===== config.mk =====
export PLATFORM = sky130hd
export DESIGN_NAME = scpst_sys_ctrl
export DESIGN_NICKNAME = d
export VERILOG_FILES = /design/src/hw/scpst_pkg.sv /design/src/hw/scpst_sys_ctrl.sv
export SDC_FILE = /design/constraint.sdc
export NUM_CORES = 1
export LEC_CHECK = 0
export BUFFER_PORTS_ARGS = -buffer_cell sky130_fd_sc_hd__buf_2
export CAP_MARGIN = 30
export CORE_MARGIN = 5
export CORE_UTILIZATION = 50
export CTS_CLUSTER_SIZE = 14
export DETAILED_ROUTE_END_ITERATION = 10
export PLACE_DENSITY = 0.82
export SETUP_SLACK_MARGIN = 0.2
export SYNTH_ARGS = -nofsm -noshare
export SYNTH_HDL_FRONTEND = slang
export SYNTH_SLANG_ARGS = --single-unit

===== constraint.sdc =====
create_clock -name mclk -period 3.75 [get_ports mclk]
set_clock_uncertainty 0.1 [all_clocks]
set_input_delay 0.75 -clock mclk [delete_from_list [all_inputs] [get_ports mclk]]
set_output_delay 0.75 -clock mclk [all_outputs]
set_load 0.03 [all_outputs]

===== src/hw/scpst_pkg.sv =====
package scpst_pkg;
    // Register byte offsets inside the block
    localparam logic [11:0] OFF_APP_INT_RST_CTRL = 12'h00c;
    localparam logic [11:0] OFF_LOW_POWER_CTRL   = 12'h010;
    localparam logic [11:0] OFF_CORE_CONFIG_CTRL = 12'h014;
    localparam logic [11:0] OFF_FAULT_PRIO_1     = 12'h018;
    localparam logic [11:0] OFF_SVC_PRIO_2       = 12'h01c;
    localparam logic [11:0] OFF_TICK_PRIO_3      = 12'h020;
    // Write key and read-back status of the control word
    localparam logic [15:0] WRITE_KEY_VALUE      = 16'h05fa;
    localparam logic [15:0] WRITE_KEY_STATUS     = 16'hfa05;
    localparam int          SPLIT_LSB            = 8;
    localparam int          KEY_LSB              = 16;
    localparam logic [2:0]  SPLIT_RESET          = 3'h0;
    localparam logic [2:0]  SPLIT_MIN            = 3'h3;
    // Field positions of the low-power control word
    localparam int          WAKE_ANY_BIT         = 4;
    localparam int          DEEP_SLEEP_BIT       = 2;
    localparam int          SLEEP_EXIT_BIT       = 1;
    // Field positions of the core configuration word
    localparam int          STACK_ALIGN_BIT      = 9;
    localparam int          BUS_FAULT_IGN_BIT    = 8;
    localparam int          DIV_ZERO_TRAP_BIT    = 4;
    localparam int          MISALIGN_TRAP_BIT    = 3;
    localparam int          SOFT_IRQ_EN_BIT      = 1;
    localparam int          THREAD_ANY_BIT       = 0;
    // Writable bits per stored word; all else reads zero
    localparam int          NUM_REGS             = 5;
    localparam logic [NUM_REGS*32-1:0] REG_WMASK = {
        32'hf0f00000, 32'hf0000000, 32'h00f0f0f0, 32'h0000031b, 32'h00000016};
    localparam logic [NUM_REGS*32-1:0] REG_RESET = {NUM_REGS{32'h00000000}};

    // Requests from the core pipeline, one cycle pulses or levels
    typedef struct packed {
        logic       pend_enabled;
        logic       pend_disabled;
        logic       sev_exec;
        logic       wfe_exec;
        logic       sleep_req;
        logic       handler_exit;
        logic       exc_entry;
        logic       sp_bit2;
        logic       exception_return_code;
        logic       stacked_align;
        logic       ldst_bus_fault;
        logic       neg_prio_exec;
        logic       div_exec;
        logic       divisor_zero;
        logic       access_exec;
        logic       access_unaligned;
        logic       access_multi;
        logic       software_irq_trigger_register_access;
        logic       unprivileged;
        logic       return_to_thread;
        logic       other_active;
        logic [7:0] new_prio;
        logic [7:0] run_prio;
    } scpst_req_t;

    // Decisions handed back to the core, registered
    typedef struct packed {
        logic       wfe_done;
        logic       event_latched;
        logic       sleep_enter;
        logic       deep_sleep;
        logic       align_pad;
        logic       sp_restore_pad;
        logic       bus_fault_ignored;
        logic       lockup;
        logic       div_trap;
        logic       div_zero_result;
        logic       usage_fault;
        logic       software_irq_trigger_register_allowed;
        logic       thread_entry_ok;
        logic       preempt;
        logic [3:0] new_group;
        logic [3:0] new_sub;
    } scpst_resp_t;

    typedef enum logic {EV_RUN, EV_WAIT} scpst_ev_state_t;
endpackage : scpst_pkg


===== src/hw/scpst_sys_ctrl.sv =====
// Notes on behaviour
// (RL1) Split selector sets group and subpriority bits
// (RL2) Preemption compares group priority only
// (RL3) Wake-any bit lets disabled interrupts wake
// (RL4) Pending event wakes wait or is latched
// (RL5) Send-event or external event also wakes
// (RL6) Deep-sleep bit selects sleep depth
// (RL7) Sleep-after-exit sleeps on return to thread
// (RL8) Stack alignment recorded and restored via bit9
// (RL9) Bus-fault ignore at priority -1/-2, else lockup
// (RL10) Zero divisor traps or yields zero
// (RL11) Misaligned trap bit faults unaligned accesses
// (RL12) Unaligned multiple/double accesses always fault
// (RL13) Soft-irq enable gates unprivileged trigger access
// (RL14) Thread-entry bit allows thread from any level
// (RL15) Priority fields store upper four bits only
// (RL16) Priority registers accept byte writes
// (RL17) First priority word: mem, bus, usage faults
// (RL18) Second holds supervisor call, third deferred/tick
// (RL19) Field positions 31:24 and 23:16 for these
// (RL20) Control word writes need key 0x5fa
// (RL21) Reserved bits read zero, ignore writes
module scpst_sys_ctrl
    import scpst_pkg::*;
(
    input  wire logic                  mclk,
    input  wire logic                  rstn,
    input  wire logic                  hsel,
    input  wire logic [11:0]           haddr,
    input  wire logic [1:0]            htrans,
    input  wire logic                  hwrite,
    input  wire logic [2:0]            hsize,
    input  wire logic [31:0]           hwdata,
    input  wire logic                  hready,
    output logic                       hreadyout,
    output logic                       hresp,
    output logic [31:0]                hrdata,
    input  wire logic                  ext_event_pin,
    input  wire scpst_pkg::scpst_req_t core_req,
    output scpst_pkg::scpst_resp_t     core_resp
);
    import scpst_pkg::*;

    // Data phase bookkeeping
    logic        dp_valid_q;             // Read or write pending in data phase
    logic        dp_write_q;             // Pending access is a write
    logic [11:0] dp_addr_q;              // Byte address of pending access
    logic [3:0]  dp_mask_q;              // Byte lanes of pending access
    logic [3:0]  lane_mask;              // Lanes decoded from size and address
    logic        addr_take;              // Address phase accepted

    // Register state
    logic [2:0]  split_q;                // Priority split selector
    logic [31:0] regs_q [NUM_REGS];      // Stored words, masked
    logic [31:0] lane_bits;              // Lane mask widened to bits
    logic        key_ok;                 // Key present and correct
    logic        ctrl_wr;                // Keyed control word write
    logic [31:0] ctrl_rd;                // Control word read value
    logic [31:0] rd_mux;                 // Read value for data phase

    // Event and wait state
    scpst_ev_state_t ev_state_q;
    scpst_ev_state_t ev_state_d;
    logic        ev_latch_q;             // Event seen while not waiting
    logic        ev_latch_d;
    logic        wfe_done_d;             // Wait completes this cycle
    logic        ext_s1_q;               // Synchroniser first stage
    logic        ext_s2_q;               // Synchroniser second stage
    logic        ext_s3_q;               // Edge history
    logic        ext_rise;               // External event edge
    logic        wake_ev;                // Any wake source this cycle

    // Decoded configuration bits
    logic        wake_any;
    logic        deep_sel;
    logic        sleep_exit;
    logic        align8;
    logic        bf_ign;
    logic        div_trap_en;
    logic        misalign_en;
    logic        soft_irq_en;
    logic        thread_any;

    // Priority split
    logic [3:0]  grp_mask;               // Group bits within [7:4]
    logic [2:0]  split_eff;              // Selector clamped to legal range
    logic [3:0]  new_grp;
    logic [3:0]  run_grp;

    scpst_resp_t resp_d;
    scpst_resp_t resp_q;

    // Zero wait state slave, always OKAY
    assign hreadyout = 1'b1;
    assign hresp     = 1'b0;
    assign addr_take = hsel & htrans[1] & hready;

    // Byte lanes from size and low address bits (RL16)
    assign lane_mask = (hsize == 3'h0) ? (4'h1 << haddr[1:0]) :
                       (hsize == 3'h1) ? (haddr[1] ? 4'hc : 4'h3) :
                                         4'hf;

    // Capture the address phase
    always_ff @(posedge mclk or negedge rstn) begin
        if (!rstn) begin
            dp_valid_q <= 1'b0;
            dp_write_q <= 1'b0;
            dp_addr_q  <= 12'h000;
            dp_mask_q  <= 4'h0;
        end else begin
            dp_valid_q <= addr_take;
            dp_write_q <= hwrite;
            dp_addr_q  <= haddr;
            dp_mask_q  <= lane_mask;
        end
    end

    // Lane mask spread to bit granularity
    assign lane_bits = {{8{dp_mask_q[3]}}, {8{dp_mask_q[2]}},
                        {8{dp_mask_q[1]}}, {8{dp_mask_q[0]}}};

    // Key must come in the upper half with the same access (RL20)
    assign key_ok  = (&dp_mask_q[3:2]) &&
                     (hwdata[KEY_LSB +: 16] == WRITE_KEY_VALUE);
    assign ctrl_wr = dp_valid_q & dp_write_q & key_ok & dp_mask_q[1] &
                     (dp_addr_q == OFF_APP_INT_RST_CTRL);    // RL20

    // Split selector, only written with a correct key
    always_ff @(posedge mclk or negedge rstn) begin
        if (!rstn) begin
            split_q <= SPLIT_RESET;
        end else if (ctrl_wr) begin
            split_q <= hwdata[SPLIT_LSB +: 3];                 // RL20
        end
    end

    // Stored words; per byte lane writes, masked reserved bits
    generate
        for (genvar r = 0; r < NUM_REGS; r++) begin : g_reg
            localparam logic [11:0] ROFF = OFF_LOW_POWER_CTRL + 12'(4 * r);
            localparam logic [31:0] WM   = REG_WMASK[r*32 +: 32];
            logic hit;                   // This word written now
            // Word match only, so byte and half writes off lane 0 land
            assign hit = dp_valid_q & dp_write_q & (dp_addr_q[11:2] == ROFF[11:2]);
            always_ff @(posedge mclk or negedge rstn) begin
                if (!rstn) begin
                    regs_q[r] <= REG_RESET[r*32 +: 32];
                end else if (hit) begin
                    // Only lanes in the access change (RL16, RL15, RL21)
                    regs_q[r] <= (regs_q[r] & ~(lane_bits & WM)) |
                                 (hwdata & lane_bits & WM);
                end
            end
        end
    endgenerate

    // Control word reads back key status and the selector
    assign ctrl_rd = {WRITE_KEY_STATUS, 5'h00, split_q, 8'h00};

    // Read decode; unmapped offsets read zero (RL21)
    assign rd_mux =
        (dp_addr_q[11:2] == OFF_APP_INT_RST_CTRL[11:2]) ? ctrl_rd :
        (dp_addr_q[11:2] == OFF_LOW_POWER_CTRL[11:2])   ? regs_q[0] :
        (dp_addr_q[11:2] == OFF_CORE_CONFIG_CTRL[11:2]) ? regs_q[1] :
        (dp_addr_q[11:2] == OFF_FAULT_PRIO_1[11:2])     ? regs_q[2] :     // RL17
        (dp_addr_q[11:2] == OFF_SVC_PRIO_2[11:2])       ? regs_q[3] :     // RL18
        (dp_addr_q[11:2] == OFF_TICK_PRIO_3[11:2])      ? regs_q[4] :     // RL19
                                                          32'h00000000;
    // Read data from flops, gated to the read data phase
    assign hrdata = (dp_valid_q & ~dp_write_q) ? rd_mux : 32'h00000000;

    // Configuration bits steering the core decisions
    assign wake_any    = regs_q[0][WAKE_ANY_BIT];
    assign deep_sel    = regs_q[0][DEEP_SLEEP_BIT];
    assign sleep_exit  = regs_q[0][SLEEP_EXIT_BIT];
    assign align8      = regs_q[1][STACK_ALIGN_BIT];
    assign bf_ign      = regs_q[1][BUS_FAULT_IGN_BIT];
    assign div_trap_en = regs_q[1][DIV_ZERO_TRAP_BIT];
    assign misalign_en = regs_q[1][MISALIGN_TRAP_BIT];
    assign soft_irq_en = regs_q[1][SOFT_IRQ_EN_BIT];
    assign thread_any  = regs_q[1][THREAD_ANY_BIT];

    // Selector values below three behave as three: no sub bits left
    assign split_eff = (split_q < SPLIT_MIN) ? SPLIT_MIN : split_q;
    assign grp_mask  = 4'(4'hf << (split_eff - SPLIT_MIN));   // RL1
    assign new_grp   = core_req.new_prio[7:4] & grp_mask;     // RL1
    assign run_grp   = core_req.run_prio[7:4] & grp_mask;

    // External event pin through two flops before any use
    always_ff @(posedge mclk or negedge rstn) begin
        if (!rstn) begin
            ext_s1_q <= 1'b0;
            ext_s2_q <= 1'b0;
            ext_s3_q <= 1'b0;
        end else begin
            ext_s1_q <= ext_event_pin;
            ext_s2_q <= ext_s1_q;
            ext_s3_q <= ext_s2_q;
        end
    end
    assign ext_rise = ext_s2_q & ~ext_s3_q;

    // Disabled interrupts count only with wake-any set (RL3)
    assign wake_ev = core_req.sev_exec | ext_rise |             // RL5
                     core_req.pend_enabled |
                     (wake_any & core_req.pend_disabled);       // RL3

    // Wait-for-event sequencing; a new event beats a consume
    always_comb begin
        ev_state_d = ev_state_q;
        ev_latch_d = ev_latch_q;
        wfe_done_d = 1'b0;
        unique case (ev_state_q)
            EV_RUN: begin
                if (core_req.wfe_exec) begin
                    if (ev_latch_q || wake_ev) begin
                        // Finish at once, keep one event if two (RL4)
                        wfe_done_d = 1'b1;
                        ev_latch_d = ev_latch_q & wake_ev;
                    end else begin
                        ev_state_d = EV_WAIT;
                    end
                end else begin
                    ev_latch_d = ev_latch_q | wake_ev;          // RL4
                end
            end
            EV_WAIT: begin
                if (wake_ev) begin
                    wfe_done_d = 1'b1;                          // RL4
                    ev_state_d = EV_RUN;
                end
            end
        endcase
    end

    // Event state flops
    always_ff @(posedge mclk or negedge rstn) begin
        if (!rstn) begin
            ev_state_q <= EV_RUN;
            ev_latch_q <= 1'b0;
        end else begin
            ev_state_q <= ev_state_d;
            ev_latch_q <= ev_latch_d;
        end
    end

    // Core decisions, combined then registered
    always_comb begin
        resp_d                   = '0;
        resp_d.wfe_done          = wfe_done_d;
        resp_d.event_latched     = ev_latch_d;
        resp_d.sleep_enter       = core_req.sleep_req |
                                   (core_req.handler_exit & sleep_exit); // RL7
        resp_d.deep_sleep        = deep_sel;                              // RL6
        resp_d.align_pad         = core_req.exc_entry & align8 &
                                   core_req.sp_bit2;                      // RL8
        resp_d.sp_restore_pad    = core_req.exception_return_code &
                                   core_req.stacked_align;                // RL8
        resp_d.bus_fault_ignored = core_req.ldst_bus_fault &
                                   core_req.neg_prio_exec & bf_ign;       // RL9
        resp_d.lockup            = core_req.ldst_bus_fault &
                                   core_req.neg_prio_exec & ~bf_ign;      // RL9
        resp_d.div_trap          = core_req.div_exec &
                                   core_req.divisor_zero & div_trap_en;   // RL10
        resp_d.div_zero_result   = core_req.div_exec &
                                   core_req.divisor_zero & ~div_trap_en;  // RL10
        resp_d.usage_fault       = core_req.access_exec &
                                   core_req.access_unaligned &
                                   (core_req.access_multi | misalign_en); // RL11 RL12
        resp_d.software_irq_trigger_register_allowed      = core_req.software_irq_trigger_register_access &
                                   (~core_req.unprivileged | soft_irq_en); // RL13
        resp_d.thread_entry_ok   = core_req.return_to_thread &
                                   (~core_req.other_active | thread_any); // RL14
        resp_d.preempt           = new_grp < run_grp;                     // RL2
        resp_d.new_group         = new_grp;
        resp_d.new_sub           = core_req.new_prio[7:4] & ~grp_mask;    // RL1
    end

    // One cycle from request to decision
    always_ff @(posedge mclk or negedge rstn) begin
        if (!rstn) begin
            resp_q <= '0;
        end else begin
            resp_q <= resp_d;
        end
    end
    assign core_resp = resp_q;
endmodule : scpst_sys_ctrl


==> flow_summary.toml, run 1 <==
[synthesis]
ys_async_sr_fraction_pct = 100.0
ys_types = 43
yosysWarnings = 0
synth.largest_area_cell = "dfrtp_1"
syn_area_per_cell_um2 = 12.58
synth_enable_flop_cells = 0
synth_area_leaders = "dfrtp_1, mux2_2, and2_1"
yosys.area.top_type_share_pct = 57.04
ys_seq_area_share_pct = 57.04
post_synth_instance_area_um2 = 3510
post_synth_inst_count = 279
synth_top_flop_cell = "dfrtp_1"
netlist_top_cells_count = "dfrtp_1, mux2_2, nor2_1"
synth_most_common_cell = "dfrtp_1"
ys_ff_latch = 80

[hold_path]
holdCritPathClass = "input pin to asynchronous set/reset pin"

[clock_tree]
numCtsBuffers = 9
cts_tree = "yes"
cts_root_buf = "clkbuf_8"
clk_pin_slew_ns = 0.08
cts.repair.resized = 0
worstSkewPairLatency_ns = 0.35
post-cts-setup-buffer-count = 0
cts-root-to-sink-buffers = 2
cts_hold_repair_buffers = 0
clock_sink_count = 80
htreeDepth = 3

[timing]
tightest_slew_ns = 0.5390
fin_crit_ns = 3.309
worst_slew_margin_rel_pct = 63.76
finalCritPeriodShare_pct = 88.25
grt_setup_unrepaired = "no"
timing.setup.tns_ns = 0
final-max-slew-violation-count = 0
final_setup_vio_count = 0
hold_viol = 0
final.setup.worst_slack_ns = 0.4406
max_freq_mhz = 302.2

[placed_design]
detailedPlace.worstSlack_ns = 0.7966
gp_weighted_congestion = 0.7834
dp.final_hpwl_um = 5950
port_buffers = 130

[floorplanning]
floorplan.die_area_um2 = 8795
floorplan.initialDensity_pct = 51.37
num_ports = 148
die-height_um = 93.78
fp.coreArea_um2 = 6832
die_w_um = 93.78
cell_rows = 30

[critical_path]
crit_path_cell_trace = "nor4_4 -> and3_1 -> and3_1 -> and2_1 -> buf_2"
critical_path_required_ns = 2.90
cp_num_buf_inv = 1
worst_path_dominant_cell_family = "simple AND/OR/NAND/NOR gates"
max_stage_delay_ns = 0.56
worst_setup_path_startpoint = "dp_addr_q[7]$_DFF_PN0_"
worstSetupEndpointType = "primary output"
path_max_fanout = 10
cpMaxStageDelayCell = "and3_1"
cp-start-kind = "flop"
timing.setup.critical_path_class = "flop to primary output"
critical_path_arrival_ns = 2.46
timing.rr.start = "split_q[1]$_DFFE_PN0P_"
crit_top_cell = "and3_1"

[detailed_routing]
routed_wire_length_per_instance_um = 15.08
detailed_route_via_count = 2647
drtPass1Iterations = 4
drt_drc_violations_left = 0
drtIter0Drc = 55
vias_per_inst = 5.160
wl_um = 7734
routed_antenna_nets = 0

[global_route]
grt-ovfl-total = 0
first_pass_grt_wire_length_um = 12090
gr-usage-all-layers_pct = 17.74
antenna_found_initial = 0
grt_start_max_net_pins = 81
number_of_global_route_vias_before_repair = 2665

[run_status]
outcome = "finished, final reports clean"

[finish]
post_route_cells_drive_above_1_share_pct = 46.52
nets = 509
syn_to_final_growth_pct = 25.42
antenna_cells = 0
fillerInstances = 556

[power]
p_leak_nw = 2.178
post-layout-total-power_mw = 1.656
irDropWorstVdd_v = 0.0002114
power-per-cell-area_nw_per_um2 = 376.1

[job]
max_cap_violations = 0
## cell families after synthesis
logic type	after synthesis	synth area share [%]
AO/OA/AOI/OAI	39	7.273
XOR/XNOR	1	0.2496
adder cells (fa/ha/maj)	5	1.783
buffers and inverters	22	3.850
flip-flops	80	57.04
multiplexers	39	12.44
other	2	0.2140
AND/OR/NAND/NOR	91	17.15
## path summary, 6_finish.rpt
| check | endpoint | slack [ns] | depth (start not counted) |
|---|---|---|---|
| worst max-delay path | hrdata[12] | 0.44 | 5 |
| worst min-delay path | dp_addr_q[7]$_DFF_PN0_ | 0.09 | 1 |
| worst max register to register | core_resp[8]$_DFF_PN0_ | 1.44 | 8 |
| worst min register to register | ext_s2_q$_DFF_PN0_ | 0.27 | 0 |
| max in group asynchronous | asynchronous set/reset pin | 2.89 | 2 |
| min in group mclk | ext_s2_q$_DFF_PN0_ | 0.27 | 0 |
## worst register-to-register path, stage by stage, from the launching register on
cell and delay (ns):
dfrtp_1 0.42, nand2b_1 0.18, ha_1 0.22, xor2_1 0.36, nor2b_1 0.25, and2_1 0.18
ha_1 0.24, a21oi_1 0.14, o21a_1 0.16
## per-stage QoR
| step | utilization [%] | area, um2 | std cells | hold WS (ns) |
|---|---|---|---|---|
| 6_report | 64.43 | 4402 | 513 | 0.09291 |
| 5_1_grt | 64.43 | 4402 | 513 | 0.07451 |
| 4_1_cts | 64.03 | 4374 | 512 | 0.2772 |
| 3_5_place_dp | 61.48 | 4200 | 496 | 0.2575 |
| 3_3_place_gp | 61.48 | 4200 | 496 | 0.2345 |
| 2_1_floorplan | - | 3528 | 284 | 0.2312 |
## report_power, final
| group | internal, mW | total [mW] | switching (mW) | leakage, nW |
|---|---|---|---|---|
| clock | 0.256 | 0.558 | 0.302 | 0.0813 |
| sequential | 0.902 | 0.929 | 0.0263 | 0.955 |
| combinational | 0.0738 | 0.169 | 0.0951 | 1.14 |
| total | 1.23 | 1.66 | 0.423 | 2.18 |
## cell type report
type | instances | area (um2) | share of cell area [%]
Timing Repair Buffer | 132 | 688.2 | 15.63
Multi-Input combinational cell | 182 | 1391 | 31.61
Inverter | 7 | 26.28 | 0.5969
Clock buffer | 11 | 141.4 | 3.212
Tap cell | 96 | 120.1 | 2.729
Sequential cell | 80 | 2002 | 45.48
Clock inverter | 5 | 32.53 | 0.7391
## per-layer routing
layer | wire [um] | part of all wire [%] | track usage (%)
met1 | 3008 | 39 | 20.90
met3 | 621 | 8.0 | 3.686
met5 | 0 | 0 | 0
met4 | 142 | 1.8 | 7.822
met2 | 3961 | 51 | 31.05
## placed cells by master, fill, tap and decap left out, drive strengths merged, types with 2 or more instances in the layout
cell      instances
a21boi            3
a21oi            11
a22o              2
a31oi             4
a32oi             4
and2             16
and3             12
and4              2
buf             132
clkbuf           11
clkinv            2
clkinvlp          3
conb              7
dfrtp            80
ha                5
inv               7
mux2             37
mux2i             2
nand2            12
nand2b            3
nand3             9
nand4             4
nand4b            2
nor2             16
nor2b             7
nor4              3
nor4b             2
o21ai             6
o31ai             5
No activity file was read; power rests on OpenSTA's default activity.
==> run 2: changes to the inputs <==
Settings changed: RECOVER_POWER from default to 25.
==> flow_summary.toml, run 2 (same netlist as run 1, synthesis figures left out) <==
[hold_path]
holdCritPathClass = "input pin to asynchronous set/reset pin"

[run_status]
violations = "max-capacitance violations, max-slew violations"
outcome = "finished, violations left"

[timing]
timing.setup.tns_ns = 0
fin_crit_ns = 3.309
tightest_slew_ns = 1.834
final_setup_vio_count = 0
max_freq_mhz = 302.2
grt_setup_unrepaired = "no"
final-max-slew-violation-count = 78
hold_viol = 0
finalCritPeriodShare_pct = 88.24
worst_slew_margin_rel_pct = -22.24

[power]
net_load_switching_power_uw = 422.7
seq_power_share_pct = 56.2
irDropWorstVdd_v = 0.0002106
power.internal_mw = 1.229
power-per-cell-area_nw_per_um2 = 377.7
power_switching_share_pct = 25.59
clkPwrFrac_pct = 33.8
combPwrFrac_pct = 10.0
p_leak_nw = 2.158
post-layout-total-power_mw = 1.651

[detailed_routing]
wl_um = 7740
detailroute.wirelength.met2_um = 3962
route.top_layer_used = "met4"
met1_routed_wirelength_after_detailed_routing_um = 3018
drtPass1Iterations = 4
routed_wire_length_per_instance_um = 15.09
drt_drc_violations_left = 0
drtIter0Drc = 53
routed_antenna_nets = 0
detailed_route_via_count = 2644
vias_per_inst = 5.154
wl_met3_um = 617

[floorplanning]
die-height_um = 93.78
floorplan.die_area_um2 = 8795
floorplan.initialDensity_pct = 51.37
fp.coreArea_um2 = 6832
die_w_um = 93.78
cell_rows = 30
num_ports = 148

[finish]
mostFrequentLayoutCells = "buf_2, dfrtp_1, mux2_2"
multi_input_gate_area_in_the_final_layout_um2 = 1391
layout.cells.most_common = "buf_2"
post_route_cells_drive_above_1_share_pct = 45.56
nets = 509
antenna_cells = 0
finish.cell_count_without_fillers = 513
area_used_by_sequential_logic_in_the_layout_um2 = 2002
fillerInstances = 563
syn_to_final_growth_pct = 24.56
fin_util_pct = 63.99

[critical_path]
timing.setup.critical_path_class = "flop to primary output"
critical_path_required_ns = 2.90
crit_path_cell_trace = "nor4_4 -> and3_1 -> and3_1 -> and2_1 -> buf_2"
r2r_setup_slack_ns = 1.44
critical_path_arrival_ns = 2.46
cp-start-kind = "flop"
path_max_fanout = 10
worstRegToRegCells = 8
crit_top_cell = "and3_1"
cpMaxStageDelayCell = "and3_1"
worst_path_dominant_cell_family = "simple AND/OR/NAND/NOR gates"
timing.rr.end = "core_resp[8]$_DFF_PN0_"
max_stage_delay_ns = 0.56
worstSetupEndpointType = "primary output"
timing.rr.start = "split_q[1]$_DFFE_PN0P_"
cp_num_buf_inv = 1

[placed_design]
place.detailed.instances = 496
port_buffers = 130
gp_weighted_congestion = 0.7834
dp.final_hpwl_um = 5950

[clock_tree]
clock_sink_count = 80
worstSkewPairLatency_ns = 0.35
numCtsBuffers = 9
post-cts-setup-buffer-count = 0
cts_root_buf = "clkbuf_8"
cts.repair.resized = 0
cts_hold_repair_buffers = 0
cts_tree = "yes"
clk_pin_slew_ns = 0.08
cts-root-to-sink-buffers = 2
htreeDepth = 3

[global_route]
gr-usage-all-layers_pct = 17.74
antenna_found_initial = 0
grt-ovfl-total = 0
first_pass_grt_wire_length_um = 12090
grt_start_max_net_pins = 81
number_of_global_route_vias_before_repair = 2665

[job]
max_cap_violations = 1
## run 2: through the flow
stage	cell area, um2	setup slack (ns)	hold slack, ns
floorplan	3528	1.014	0.2312
global placement	4200	0.8195	0.2345
detailed placement	4200	0.7966	0.2575
CTS	4374	0.4030	0.2772
global route	4372	0.2728	0.09804
finish	4372	0.4408	0.1043
## run 2: layout make-up
type	instances	area share [%]
Sequential cell	80	45.79
Multi-Input combinational cell	182	31.83
Tap cell	96	2.748
Timing Repair Buffer	132	15.05
Clock inverter	5	0.7441
Inverter	7	0.6010
Clock buffer	11	3.234
## run 2: worst max-delay path by stage
stage | end | slack, ns | cells past startpoint | startpoint
global route | hrdata[12] | 0.27 | 5 | dp_addr_q[7]$_DFF_PN0_
finish | hrdata[12] | 0.44 | 5 | dp_addr_q[7]$_DFF_PN0_
global placement | hrdata[12] | 0.82 | 5 | dp_addr_q[7]$_DFF_PN0_
floorplan | hrdata[1] | 1.01 | 5 | dp_addr_q[7]$_DFF_PN0_
detailed placement | hrdata[12] | 0.80 | 5 | dp_addr_q[7]$_DFF_PN0_
CTS | hrdata[12] | 0.40 | 5 | dp_addr_q[7]$_DFF_PN0_
## run 2: power groups by stage
stage / Sequential [mW] / Clock (mW) / Combinational, mW
4_1_cts: 0.928 / 0.582 / 0.168
6_report: 0.929 / 0.558 / 0.165
5_1_grt: 0.934 / 0.619 / 0.183
3_3_place_gp: 0.943 / 0 / 0.162
2_1_floorplan: 0.958 / 0 / 0.0721
3_5_place_dp: 0.945 / 0 / 0.167
## run 2: per-layer routing
layer	vias up	GRT usage (%)
met2	99	31.05
met4	0	7.822
met3	14	3.686
li1	1242	-
met5	-	0
met1	1289	20.90
==> run 3: changes to the inputs <==
Settings changed: HOLD_SLACK_MARGIN from default to 0.12.
==> flow_summary.toml, run 3 (same netlist as run 1, synthesis figures left out) <==
[run_status]
outcome = "finished, violations left"
violations = "max-capacitance violations, max-slew violations"

[hold_path]
whs_endpoint = "ext_s2_q$_DFF_PN0_"
holdCritStartpoint = "ext_s1_q$_DFF_PN0_"
worst_hold_path.num_cells = 0
holdCritPathClass = "flop to flop"

[global_route]
grt-ovfl-total = 0
grt_start_max_net_pins = 81
antenna_found_initial = 0
first_pass_grt_wire_length_um = 12090
gr-usage-all-layers_pct = 17.74
number_of_global_route_vias_before_repair = 2665

[floorplanning]
fp.coreArea_um2 = 6832
die_w_um = 93.78
cell_rows = 30
die-height_um = 93.78
floorplan.initialDensity_pct = 51.37
floorplan.die_area_um2 = 8795
num_ports = 148

[finish]
antenna_cells = 0
finish.cell_count_without_fillers = 514
fillerInstances = 559
layout.cells.most_common = "buf_2"
multi_input_gate_area_in_the_final_layout_um2 = 1391
syn_to_final_growth_pct = 24.85
nets = 510
post_route_cells_drive_above_1_share_pct = 45.45
mostFrequentLayoutCells = "buf_2, dfrtp_1, mux2_2"
area_used_by_sequential_logic_in_the_layout_um2 = 2002

[power]
seq_power_share_pct = 56.2
irDropWorstVdd_v = 0.0002108
p_leak_nw = 2.161
power-per-cell-area_nw_per_um2 = 377.0
clkPwrFrac_pct = 33.7
power.internal_mw = 1.229
power_switching_share_pct = 25.59
net_load_switching_power_uw = 422.7
combPwrFrac_pct = 10.0

[timing]
hold_viol = 0
fin_crit_ns = 3.313
final-max-slew-violation-count = 78
worst_slew_margin_rel_pct = -23.26
grt_setup_unrepaired = "no"
timing.setup.tns_ns = 0
final_setup_vio_count = 0
max_freq_mhz = 301.9
finalCritPeriodShare_pct = 88.34
tightest_slew_ns = 1.849

[clock_tree]
cts_tree = "yes"
worstSkewPairLatency_ns = 0.35
cts-root-to-sink-buffers = 2
numCtsBuffers = 9
clk_pin_slew_ns = 0.08
cts_root_buf = "clkbuf_8"
htreeDepth = 3
post-cts-setup-buffer-count = 0
clock_sink_count = 80

[job]
max_cap_violations = 1

[detailed_routing]
routed_wire_length_per_instance_um = 15.08
drtIter0Drc = 59
drt_drc_violations_left = 0
detailed_route_via_count = 2626
routed_antenna_nets = 0
drtPass1Iterations = 4
vias_per_inst = 5.109
wl_um = 7750

[critical_path]
timing.setup.critical_path_class = "flop to primary output"
worstRegToRegCells = 8
r2r_setup_slack_ns = 1.44
cp-start-kind = "flop"
timing.rr.end = "core_resp[8]$_DFF_PN0_"
path_max_fanout = 10
critical_path_arrival_ns = 2.46
timing.rr.start = "split_q[1]$_DFFE_PN0P_"
critical_path_required_ns = 2.90
worstSetupEndpointType = "primary output"

[placed_design]
place.detailed.instances = 496
port_buffers = 130
gp_weighted_congestion = 0.7834
dp.final_hpwl_um = 5950
==> run 3: cell count changes in the layout (fill, tap and decap cells not counted) <==
cell and change:
dlygate4sd3_1 +1, and2_1 -1, and2_0 +1
==> run 3: final cells by class <==
type | instances | area share (%)
flip-flops and latches | 80 | 45.69
repair buffers | 133 | 15.25
clock buffers | 11 | 3.227
multi-input cells | 182 | 31.75
well taps | 96 | 2.741
clock inverters | 5 | 0.7424
inverters | 7 | 0.5997
==> run 3: power groups by stage <==
stage	logic (mW)	registers, mW	clock network (mW)
after floorplan	0.0721	0.958	0
after global placement	0.162	0.943	0
after detailed placement	0.167	0.945	0
after CTS	0.168	0.928	0.582
after global routing	0.184	0.934	0.619
final	0.166	0.929	0.558
==> run 3: through the flow <==
stage,hold slack (ns),setup WS [ns],util (%),cell area (um2),power (mW)
3_3_place_gp,0.2345,0.8195,61.48,4200,1.104
5_1_grt,0.2906,0.2728,64.14,4382,1.736
3_5_place_dp,0.2575,0.7966,61.48,4200,1.113
4_1_cts,0.2772,0.4030,64.03,4374,1.678
6_report,0.2673,0.4374,64.14,4382,1.652
2_1_floorplan,0.2312,1.014,-,3528,1.030
==> run 3: how the worst max path moves through the flow <==
stage | from | end | slack, ns | cells past startpoint
5_1_grt | dp_addr_q[7]$_DFF_PN0_ | hrdata[12] | 0.27 | 5
3_5_place_dp | dp_addr_q[7]$_DFF_PN0_ | hrdata[12] | 0.80 | 5
3_3_place_gp | dp_addr_q[7]$_DFF_PN0_ | hrdata[12] | 0.82 | 5
6_report | dp_addr_q[7]$_DFF_PN0_ | hrdata[12] | 0.44 | 5
4_1_cts | dp_addr_q[7]$_DFF_PN0_ | hrdata[12] | 0.40 | 5
2_1_floorplan | dp_addr_q[7]$_DFF_PN0_ | hrdata[1] | 1.01 | 5
==> run 3: routing by layer <==
layer	global-route usage [%]	wire, um
met2	31.05	3999
met1	20.90	3013
met5	0	0
met4	7.822	133
met3	3.686	604
==> run 3: worst max-delay path, cell delays in order, from the launching register on <==
cell	delay (ns)
dfrtp_1	0.40
nor4_4	0.43
and3_1	0.56
and3_1	0.36
and2_1	0.16
buf_2	0.19
==> run 3: repair_timing <==
| action | CTS | global route |
|---|---|---|
| gates resized for setup | 0 | 0 |
| hold buffers | 0 | 1 |
| hold endpoints to repair | 0 | 3 |
